==> src/pkg/bip_params.svh <==
// constants for the byte port with service-request handshake
`ifndef BIP_PARAMS_SVH
`define BIP_PARAMS_SVH
`define BIP_DATA_W 8
`define BIP_REG_RST 8'h00
`define BIP_MODE_IN 1'h0
`define BIP_MODE_OUT 1'h1
`define BIP_FLAG_RST 1'h1
`endif

==> src/pkg/bip_pkg.sv <==
// types shared by the byte port modules
package bip_pkg;
  typedef enum logic [1:0] {
    BIP_ST_LOAD = 2'h1,
    BIP_ST_HOLD = 2'h2
  } bip_state_t;
endpackage : bip_pkg

==> src/pkg/bip_ctl_if.sv <==
// interface between the port core and its request flip-flop
`timescale 1ns/1ps
interface bip_ctl_if;
  logic strobe_fall;
  logic deselect;
  logic mode;
  logic clear_n;
  logic flag;
  modport core (output strobe_fall, output deselect, output mode, output clear_n, input flag);
  modport flop (input strobe_fall, input deselect, input mode, input clear_n, output flag);
endinterface : bip_ctl_if

==> src/hdl/bip_svc_flop.sv <==
// service request flip-flop: set by deselect and cleared by strobe fall in input mode, the reverse in output mode
`timescale 1ns/1ps
`include "bip_params.svh"
module bip_svc_flop (
  input wire logic SYS_CLK,
  input wire logic RESETN,
  bip_ctl_if.flop ctl
);
  import bip_pkg::*;
  logic flag_r;
  logic flag_nxt;
  // deselect drives the pin to idle in input mode, to request in output mode
  // a passed strobe fall does the opposite; deselect wins when both coincide
  assign flag_nxt = ctl.deselect ? !ctl.mode : (ctl.strobe_fall ? ctl.mode : flag_r);
  // flag high means the raw output pin is high in input mode, low in output mode
  always_ff @(posedge SYS_CLK) begin
    if (!RESETN || !ctl.clear_n) begin
      flag_r <= `BIP_FLAG_RST;
    end else begin
      flag_r <= flag_nxt;
    end
  end
  assign ctl.flag = flag_r;
  // clear forces the flop to its reset level
  a_flag_clear: assert property (@(posedge SYS_CLK) disable iff (!RESETN)
    !ctl.clear_n |=> flag_r == `BIP_FLAG_RST)
    else $error("flag not reset by clear");
  // a passed strobe fall moves the flop to its data-waiting level
  a_flag_fall: assert property (@(posedge SYS_CLK) disable iff (!RESETN)
    ctl.clear_n && ctl.strobe_fall && !ctl.deselect |=> flag_r == $past(ctl.mode))
    else $error("strobe fall kept flag");
  // deselect moves the flop to its released level
  a_flag_desel: assert property (@(posedge SYS_CLK) disable iff (!RESETN)
    ctl.clear_n && ctl.deselect |=> flag_r == !$past(ctl.mode))
    else $error("deselect missed flag");
  // with no event the flop keeps its level
  a_flag_keep: assert property (@(posedge SYS_CLK) disable iff (!RESETN)
    ctl.clear_n && !ctl.deselect && !ctl.strobe_fall |=> $stable(flag_r))
    else $error("flag moved without event");
endmodule : bip_svc_flop

==> src/hdl/bip_port.sv <==
// byte-wide latch port with handshake, sampled on the system clock
`timescale 1ns/1ps
`include "bip_params.svh"
module bip_port #(
  parameter int DATA_W = `BIP_DATA_W
) (
  input wire logic SYS_CLK,
  input wire logic RESETN,
  input wire logic CLEAR_N,
  input wire logic PORT_MODE,
  input wire logic STROBE,
  input wire logic SELECT_A,
  input wire logic SELECT_B,
  input wire logic [DATA_W-1:0] PORT_IN_BUS,
  output logic [DATA_W-1:0] PORT_OUT_BUS,
  output logic PORT_OUT_OE,
  output logic SVC_REQUEST_OUT,
  output bip_pkg::bip_state_t LATCH_STATE
);
  import bip_pkg::*;
  bip_ctl_if ctl ();
  logic [DATA_W-1:0] hold_r;
  logic [DATA_W-1:0] hold_nxt;
  logic strobe_d_r;
  bip_state_t state_r;
  bip_state_t state_nxt;
  wire logic mode_out;
  wire logic selected_in;
  wire logic write_qual;
  wire logic load_en;
  wire logic fall;
  wire logic fall_blocked;
  wire logic deselect;
  wire logic oe_nxt;
  logic oe_r;
  logic svc_r;

  ////////////////////////////////////////////////////////////////////////
  // mode and qualifier decode
  assign mode_out = (PORT_MODE == `BIP_MODE_OUT);
  assign selected_in = SELECT_A && SELECT_B;
  assign write_qual = !SELECT_A && SELECT_B;
  // transparent load while strobe high; output mode also needs the selects
  assign load_en = STROBE && (mode_out ? write_qual : 1'h1);
  // edge is found against the previous sample, so one clock of latency
  assign fall = strobe_d_r && !STROBE;
  assign deselect = mode_out ? (SELECT_A || !SELECT_B) : !selected_in;
  assign hold_nxt = load_en ? PORT_IN_BUS : hold_r;
  assign state_nxt = load_en ? BIP_ST_LOAD : BIP_ST_HOLD;
  assign oe_nxt = mode_out ? 1'h1 : selected_in;

  ////////////////////////////////////////////////////////////////////////
  // holding register; captured value is the last sample before strobe fall
  always_ff @(posedge SYS_CLK) begin
    if (!RESETN || !CLEAR_N) begin
      hold_r <= DATA_W'(`BIP_REG_RST);
    end else begin
      hold_r <= hold_nxt;
    end
  end

  // previous strobe sample; resets to the idle low level, so no false fall
  always_ff @(posedge SYS_CLK) begin
    if (!RESETN || !CLEAR_N) begin
      strobe_d_r <= 1'h0;
    end else begin
      strobe_d_r <= STROBE;
    end
  end

  // load or hold marker, for observation only
  always_ff @(posedge SYS_CLK) begin
    if (!RESETN || !CLEAR_N) begin
      state_r <= BIP_ST_HOLD;
    end else begin
      state_r <= state_nxt;
    end
  end

  ////////////////////////////////////////////////////////////////////////
  // request flip-flop lives in its own module
  // in output mode a strobe fall may lower the request only on a qualified write
  assign fall_blocked = mode_out && !write_qual;
  assign ctl.strobe_fall = fall && !fall_blocked;
  assign ctl.deselect = deselect;
  assign ctl.mode = mode_out;
  assign ctl.clear_n = CLEAR_N;

  bip_svc_flop u_flop (
    .SYS_CLK(SYS_CLK),
    .RESETN(RESETN),
    .ctl(ctl)
  );

  ////////////////////////////////////////////////////////////////////////
  // output stage registered; pin polarity follows mode
  always_ff @(posedge SYS_CLK) begin
    if (!RESETN) begin
      oe_r <= 1'h0;
      svc_r <= 1'h1;
    end else begin
      oe_r <= oe_nxt;
      svc_r <= mode_out ? !ctl.flag : ctl.flag;
    end
  end
  assign PORT_OUT_BUS = hold_r;
  assign PORT_OUT_OE = oe_r;
  assign SVC_REQUEST_OUT = svc_r;
  assign LATCH_STATE = state_r;

  ////////////////////////////////////////////////////////////////////////
  // checks on the holding register

  // in input mode the register follows the data while the strobe is high
  a_follow_strobe: assert property (@(posedge SYS_CLK) disable iff (!RESETN)
    CLEAR_N && STROBE && !mode_out |=> hold_r == $past(PORT_IN_BUS))
    else $error("no follow");

  // with the strobe low the register holds
  a_hold_low: assert property (@(posedge SYS_CLK) disable iff (!RESETN)
    CLEAR_N && !STROBE |=> $stable(hold_r))
    else $error("hold changed");

  // unqualified output-mode strobes leave the register alone
  a_out_write: assert property (@(posedge SYS_CLK) disable iff (!RESETN)
    CLEAR_N && mode_out && STROBE && !write_qual |=> $stable(hold_r))
    else $error("unqualified write");

  // qualified output-mode strobes load the data
  a_out_load: assert property (@(posedge SYS_CLK) disable iff (!RESETN)
    CLEAR_N && mode_out && STROBE && write_qual |=> hold_r == $past(PORT_IN_BUS))
    else $error("qualified write lost");

  // clear zeroes the register
  a_clear_reg: assert property (@(posedge SYS_CLK) disable iff (!RESETN)
    !CLEAR_N |=> hold_r == `BIP_REG_RST)
    else $error("clear missed");

  // clear wins over a strobe that is high at the same time
  a_clear_strobe: assert property (@(posedge SYS_CLK) disable iff (!RESETN)
    !CLEAR_N && STROBE |=> hold_r == `BIP_REG_RST)
    else $error("strobe beat clear");

  // system reset leaves outputs quiet and the register empty
  a_reset_out: assert property (@(posedge SYS_CLK)
    !RESETN |=> !PORT_OUT_OE && SVC_REQUEST_OUT && hold_r == `BIP_REG_RST)
    else $error("reset state wrong");

  ////////////////////////////////////////////////////////////////////////
  // checks on the load marker

  // marker is always one of the two one-hot codes
  a_state_known: assert property (@(posedge SYS_CLK) disable iff (!RESETN)
    state_r == BIP_ST_LOAD || state_r == BIP_ST_HOLD)
    else $error("marker code bad");

  // marker shows loading after a transparent cycle
  a_state_load: assert property (@(posedge SYS_CLK) disable iff (!RESETN)
    CLEAR_N && load_en |=> state_r == BIP_ST_LOAD)
    else $error("marker not loading");

  // marker shows holding once the strobe is gone
  a_state_hold: assert property (@(posedge SYS_CLK) disable iff (!RESETN)
    CLEAR_N && !load_en |=> state_r == BIP_ST_HOLD)
    else $error("marker not holding");

  // clear returns the marker to holding
  a_state_clear: assert property (@(posedge SYS_CLK) disable iff (!RESETN)
    !CLEAR_N |=> state_r == BIP_ST_HOLD)
    else $error("marker kept on clear");

  ////////////////////////////////////////////////////////////////////////
  // checks on the output enable

  // input mode drives only while both selects are high
  a_oe_input: assert property (@(posedge SYS_CLK) disable iff (!RESETN)
    !mode_out && $stable(PORT_MODE) |=> PORT_OUT_OE == $past(selected_in))
    else $error("bad oe");

  // input mode floats once either select drops
  a_in_float: assert property (@(posedge SYS_CLK) disable iff (!RESETN)
    !mode_out && !selected_in && $stable(PORT_MODE) |=> !PORT_OUT_OE)
    else $error("input mode not floating");

  // output mode always drives
  a_oe_output: assert property (@(posedge SYS_CLK) disable iff (!RESETN)
    mode_out |=> PORT_OUT_OE)
    else $error("output mode not driving");

  ////////////////////////////////////////////////////////////////////////
  // checks on the service request pin, two stages after the cause

  // output mode raises the request when deselected
  a_desel_req: assert property (@(posedge SYS_CLK) disable iff (!RESETN)
    CLEAR_N && mode_out && deselect ##1 mode_out |=> SVC_REQUEST_OUT)
    else $error("no request");

  // input mode returns the pin high when deselected
  a_desel_in: assert property (@(posedge SYS_CLK) disable iff (!RESETN)
    CLEAR_N && !mode_out && deselect ##1 !mode_out |=> SVC_REQUEST_OUT)
    else $error("no release");

  // input mode strobe fall shows data waiting
  a_fall_in_req: assert property (@(posedge SYS_CLK) disable iff (!RESETN)
    CLEAR_N && !mode_out && ctl.strobe_fall && !deselect ##1 !mode_out |=> !SVC_REQUEST_OUT)
    else $error("input fall kept pin high");

  // output mode qualified fall lowers the request
  a_fall_out_req: assert property (@(posedge SYS_CLK) disable iff (!RESETN)
    CLEAR_N && mode_out && ctl.strobe_fall && !deselect ##1 mode_out |=> !SVC_REQUEST_OUT)
    else $error("output fall kept request");

  // clear in input mode leaves the pin high
  a_clear_in_req: assert property (@(posedge SYS_CLK) disable iff (!RESETN)
    !CLEAR_N && !mode_out ##1 !mode_out |=> SVC_REQUEST_OUT)
    else $error("clear pin low in input mode");

  // clear in output mode leaves the pin low
  a_clear_out_req: assert property (@(posedge SYS_CLK) disable iff (!RESETN)
    !CLEAR_N && mode_out ##1 mode_out |=> !SVC_REQUEST_OUT)
    else $error("clear pin high in output mode");

  // input mode pin keeps its level when nothing happens
  a_keep_in_req: assert property (@(posedge SYS_CLK) disable iff (!RESETN)
    CLEAR_N && !mode_out && !deselect && !ctl.strobe_fall ##1 !mode_out |=> $stable(SVC_REQUEST_OUT))
    else $error("input pin moved");

  // output mode request keeps its level when nothing happens
  a_keep_out_req: assert property (@(posedge SYS_CLK) disable iff (!RESETN)
    CLEAR_N && mode_out && !deselect && !ctl.strobe_fall ##1 mode_out |=> $stable(SVC_REQUEST_OUT))
    else $error("output request moved");
endmodule : bip_port

==> config.mk <==
export PLATFORM = sky130hd
export DESIGN_NAME = bip_port
export DESIGN_NICKNAME = d
export VERILOG_FILES = /design/src/pkg/bip_pkg.sv /design/src/pkg/bip_ctl_if.sv /design/src/hdl/bip_svc_flop.sv /design/src/hdl/bip_port.sv
export VERILOG_INCLUDE_DIRS = /design/src /design/src/pkg
export SDC_FILE = /design/constraint.sdc
export NUM_CORES = 1
export LEC_CHECK = 0
export BUFFER_PORTS_ARGS = -buffer_cell sky130_fd_sc_hd__buf_2
export CAP_MARGIN = 10
export CORE_AREA = 8 8 45 47
export CTS_CLUSTER_SIZE = 10
export DETAILED_ROUTE_END_ITERATION = 10
export DIE_AREA = 0 0 53 55
export GPL_ROUTABILITY_DRIVEN = 0
export PLACE_DENSITY = 0.66
export SYNTH_ARGS = -nofsm -noshare
export SYNTH_HDL_FRONTEND = slang
export SYNTH_SLANG_ARGS = --single-unit
==> constraint.sdc <==
create_clock -name SYS_CLK -period 2.9 [get_ports SYS_CLK]
set_input_delay 0.435 -clock SYS_CLK [delete_from_list [all_inputs] [get_ports SYS_CLK]]
set_output_delay 0.435 -clock SYS_CLK [all_outputs]
set_load 0.02 [all_outputs]
======== After elaboration in Yosys (flattened, before gate mapping) ========
Index checks and enable logic that the tools add are counted.
word-level totals
  register bits ........................... 14
  latch bits .............................. 0
  RAM bits ................................ 0
  ROM bits ................................ 0
  bits of input ports ..................... 15
  output and inout bits ................... 12
  logic and storage cells ................. 32
  memories kept ........................... 0
operators by class
  $add $sub $neg .......................... 0
  $mul .................................... 0
  divide/modulo/power cells ............... 0
  $lt $le $gt $ge ......................... 0
  eq/ne operators ......................... 0
  shift operators ......................... 0
  mux-type cells .......................... 7
  bitwise operators ....................... 0
  reductions and logical operators ........ 19
operators with widths
  kind                 count
  $logic_not A1 Y1     10
  $logic_and A1 B1 Y1  6
  $mux W1              6
  $logic_or A1 B1 Y1   2
  $mux W2              1
  $reduce_bool A2 Y1   1

======== Logic depth before layout (Yosys ltp) ========
  depth after elaboration ................. 8
  mapped depth ............................ 4
  mapped depth without buffers ............ 3

======== Hierarchy ========
A second synthesis with hierarchy kept.
unflattened totals
  cells, all modules ...................... 42
  area total of the unflattened synthesis .. 496.7 um^2
modules (own cells, without submodules)
  module        instances  cells each  area an instance (um^2)  sequential area each (um^2)
  bip_port      1          37          446.7                    260.2
  bip_svc_flop  1          5           50.0                     20.0

======== Worst setup path after synthesis ========
Ideal clock, no wire load.
  path type ............................... input to register
  from .................................... input PORT_MODE
  to ...................................... register hold_r[0] (netlist: PORT_OUT_BUS[0])
  library setup time ...................... 0.059 ns
  arrival time ............................ 1.169 ns
  required time ........................... 2.841 ns
  slack ................................... 1.672 ns
  cell stages on the path ................. 4
  buffers on the path ..................... 1
  cell sequence ........................... buf_2 -> nor2b_2 -> a311oi_4 -> a22o_1
on the way
  longest elaborated chain between the ends .. 2
ends and longest elaborated chain
  what                  RTL line        source
  start, declared       bip_port.sv:10  input wire logic PORT_MODE,
  $mux W1               bip_port.sv:44  assign load_en = STROBE && (mode_out ? write_qual : 1'h1);
  $logic_and A1 B1 Y1   bip_port.sv:44
  end signal, assigned  bip_port.sv:56  hold_r <= DATA_W'(`BIP_REG_RST);
  end signal, assigned  bip_port.sv:58  hold_r <= hold_nxt;
  end, declared         bip_port.sv:22  logic [DATA_W-1:0] hold_r;
Every way passes these cells.
A chain may end at the register's enable or synchronous reset.

======== Worst setup path in the final report ========
  from .................................... register hold_r[7] (netlist: PORT_OUT_BUS[7])
  to ...................................... output PORT_OUT_BUS[7]
RTL lines
  what           RTL line        source
  end, declared  bip_port.sv:15  output logic [DATA_W-1:0] PORT_OUT_BUS,
No word-level cell between the ends.

==> impl_metrics.toml <==
[power_and_ir_drop]
clkPwrFrac_pct = 29.8
ir_drop_v = 0.0002240
p_seq_share_pct = 57.6
p_comb_share_pct = 12.6
finalPower_uw = 350.1
swShare_pct = 23.89
power.internal_uw = 266.5
p_leak_uw = 0.0003150
p_sw_uw = 83.65
p_per_area_mw_per_mm2 = 533.0

[clock_network]
cts_resized = 0
cts_tree = "built"
cts_buffer_depth = 2
clk_pin_slew_ps = 80
post_cts_buffers = 0
cts_hold_buf = 0
root_buffer = "clkbuf_4"
cts_buffers = 3
clock_latency_ps = 270
htree_levels = 1
cts.sinks = 14

[placed_design]
port_buffers = 26

[logic_synthesis]
synth_largest_area_cell = "dfxtp_1"
synth_fp_nets = 55
syn-instance-count = 40
synth_area_leaders = "dfxtp_1 (57%), a22o_1 (14%), a311oi_4 (5.4%), a21boi_4 (3.8%), nand2b_1 (2.6%)"
yosysSeqAreaShare_pct = 57.29
syn-cell-area_um2 = 489.2
ys_ff_latch = 14
netlist-cell-type-count = 15
syn_area_per_cell_um2 = 12.23
yosys_warnings = 0
yosysTopAreaCellShare_pct = 57.29

[global_routing]
overflow = 0
grt_pass1_vias = 424
grt_pass1_wl_um = 1745
grt_start_max_net_pins = 11
gr-usage-all-layers_pct = 8.246
antenna_found_initial = 0

[drt]
route.detailed.drc = 0
vias = 399
wl_per_cell_um = 13.07
ant_nets = 0
vias_per_cell = 4.750
first_iter_violations = 5
drt_wl_total_um = 1098
dr.pass1.iters = 2

[worst_hold_path]
hold_path.class = "in2reg"

[finish]
drive_gt1_share_pct = 47.06
syn_to_final_growth_pct = 34.27
diodes = 0
final_nets = 85

[timing]
fin_tns_setup_ps = 0
max_freq_mhz = 830.4
grt_setup_unrepaired = "no"
period_needed_ps = 1204
finalCritPeriodShare_pct = 41.53
hold_viol_final = 0
slew_violations = 0
setup_viol = 0
finClkSkew_ps = 1.263
tightest_slew_ps = 447.5
slew_headroom_pct = 70.17

[critical_path]
r2r_cells = 3
r2r_slack_ps = 1910
critPathMaxStageDelay_ps = 340
path_depth = 1
crit_type = "reg2out"
reg2reg_from = "strobe_d_r"
end_kind = "output port"
path_cells = "buf_2"
required_ps = 2470
cp.arrival_ps = 770
worstSetupStartpointType = "register"
reg2reg_to = "u_flop.ctl.flag"
crit_slowest_cell = "dfxtp_1"
crit_end = "PORT_OUT_BUS[7]"
crit_buf_inv = 1
crit_start = "PORT_OUT_BUS[7]"
cp_top_family = "flip-flops"
path_max_fanout = 2

[floorplanning]
die_h_um = 55
rows = 14
dieArea_mm2 = 0.002915
die_w_um = 53
start_util_pct = 35.35
core_mm2 = 0.001384
ios = 27

[job]
drv_cap = 0

[status]
status = "complete, no violations"
[sequential cells by signal, indices dropped and copies added, names as in the netlist]
register         cells
LATCH_STATE          2
PORT_OUT_OE          1
PORT_OUT_BUS         8
strobe_d_r           1
SVC_REQUEST_OUT      1
u_flop.ctl.flag      1
[area by class of cell]
cell class	instances	area, µm²
fill	125	726.9
timing repair buffer	26	130.1
tap	16	20.02
multi-input combinational	23	196.4
sequential	14	280.3
clock buffer	3	22.52
inverter	2	7.507
[power by group through the flow]
stage | clock network [µW] | registers [µW] | logic, µW
after CTS | 109 | 202 | 45.0
after global routing | 117 | 203 | 48.5
after global placement | 0 | 206 | 44.3
final | 104 | 202 | 44.0
after detailed placement | 0 | 206 | 45.0
after floorplan | 0 | 214 | 17.3
[worst register-to-register path: cells and delay by family (launching register included)]
kind | cells | cell delay (ps)
AOI/OAI and AO/OA | 1 | 330
DFF | 1 | 300
and+or+nand+nor | 2 | 250
[per-layer routing]
metal / global-route usage [%] / part of all wire (%) / vias to the layer above
li1: - / - / 204
met1: 9.583 / 45 / 174
met2: 12.11 / 41 / 21
met3: 4.545 / 13 / 0
met4: 3.879 / 0 / 0
met5: 0 / 0 / -
[synthesized netlist by cell type]
cell type   n
dfxtp_1    14
a221o_1     1
and3_1      1
nand2_1     2
nand2b_1    2
a311oi_4    1
xnor2_1     1
inv_1       2
nor2b_1     2
a21oi_1     1
buf_2       1
a22o_1      8
o21ai_0     2
a21boi_4    1
nor2b_2     1
[logic make-up (layout without fill, tap and decap cells)]
logic type                count (synthesis)  after routing  share of synthesized area [%]
and+or+nand+nor                           8              8                          9.720
DFF                                      14             14                          57.29
xor gates and xnor gates                  1              1                          1.791
buffers and inverters                     3             31                          2.557
AOI/OAI and AO/OA                        14             14                          28.65
[metrics by stage]
step	hold WS [ps]	std cells	setup slack, ps	util [%]	area [µm²]
2_1_floorplan	465.1	40	1672	-	489.2
3_3_place_gp	458.4	81	1520	45.84	634.4
3_5_place_dp	466.6	81	1480	45.84	634.4
4_1_cts	348.5	84	1675	47.47	656.9
5_1_grt	350.3	84	1637	47.47	656.9
6_report	354.1	84	1696	47.47	656.9
[worst min-delay path by stage]
| stage | startpoint | to | slack [ps] | cells after the start |
|---|---|---|---|---|
| 2_1_floorplan | u_flop.ctl.flag | SVC_REQUEST_OUT | 470 | 2 |
| 3_3_place_gp | PORT_OUT_BUS[1] | PORT_OUT_BUS[1] | 460 | 1 |
| 3_5_place_dp | PORT_OUT_BUS[2] | PORT_OUT_BUS[2] | 470 | 1 |
| 4_1_cts | RESETN | SVC_REQUEST_OUT | 350 | 2 |
| 5_1_grt | RESETN | SVC_REQUEST_OUT | 350 | 2 |
| 6_report | RESETN | SVC_REQUEST_OUT | 350 | 2 |
[placed cells by master (no fill, tap or decap), drive strengths merged]
| master | netlist | routed |
|---|---|---|
| xnor2 | 1 | 1 |
| a21boi | 1 | 1 |
| buf | 1 | 26 |
| and3 | 1 | 1 |
| a21oi | 1 | 1 |
| nor2b | 3 | 3 |
| a22o | 8 | 8 |
| inv | 2 | 2 |
| a221o | 1 | 1 |
| a311oi | 1 | 1 |
| o21ai | 2 | 2 |
| dfxtp | 14 | 14 |
| nand2 | 2 | 2 |
| nand2b | 2 | 2 |
| clkbuf | 0 | 3 |
No activity file was read; power rests on OpenSTA's default activity.
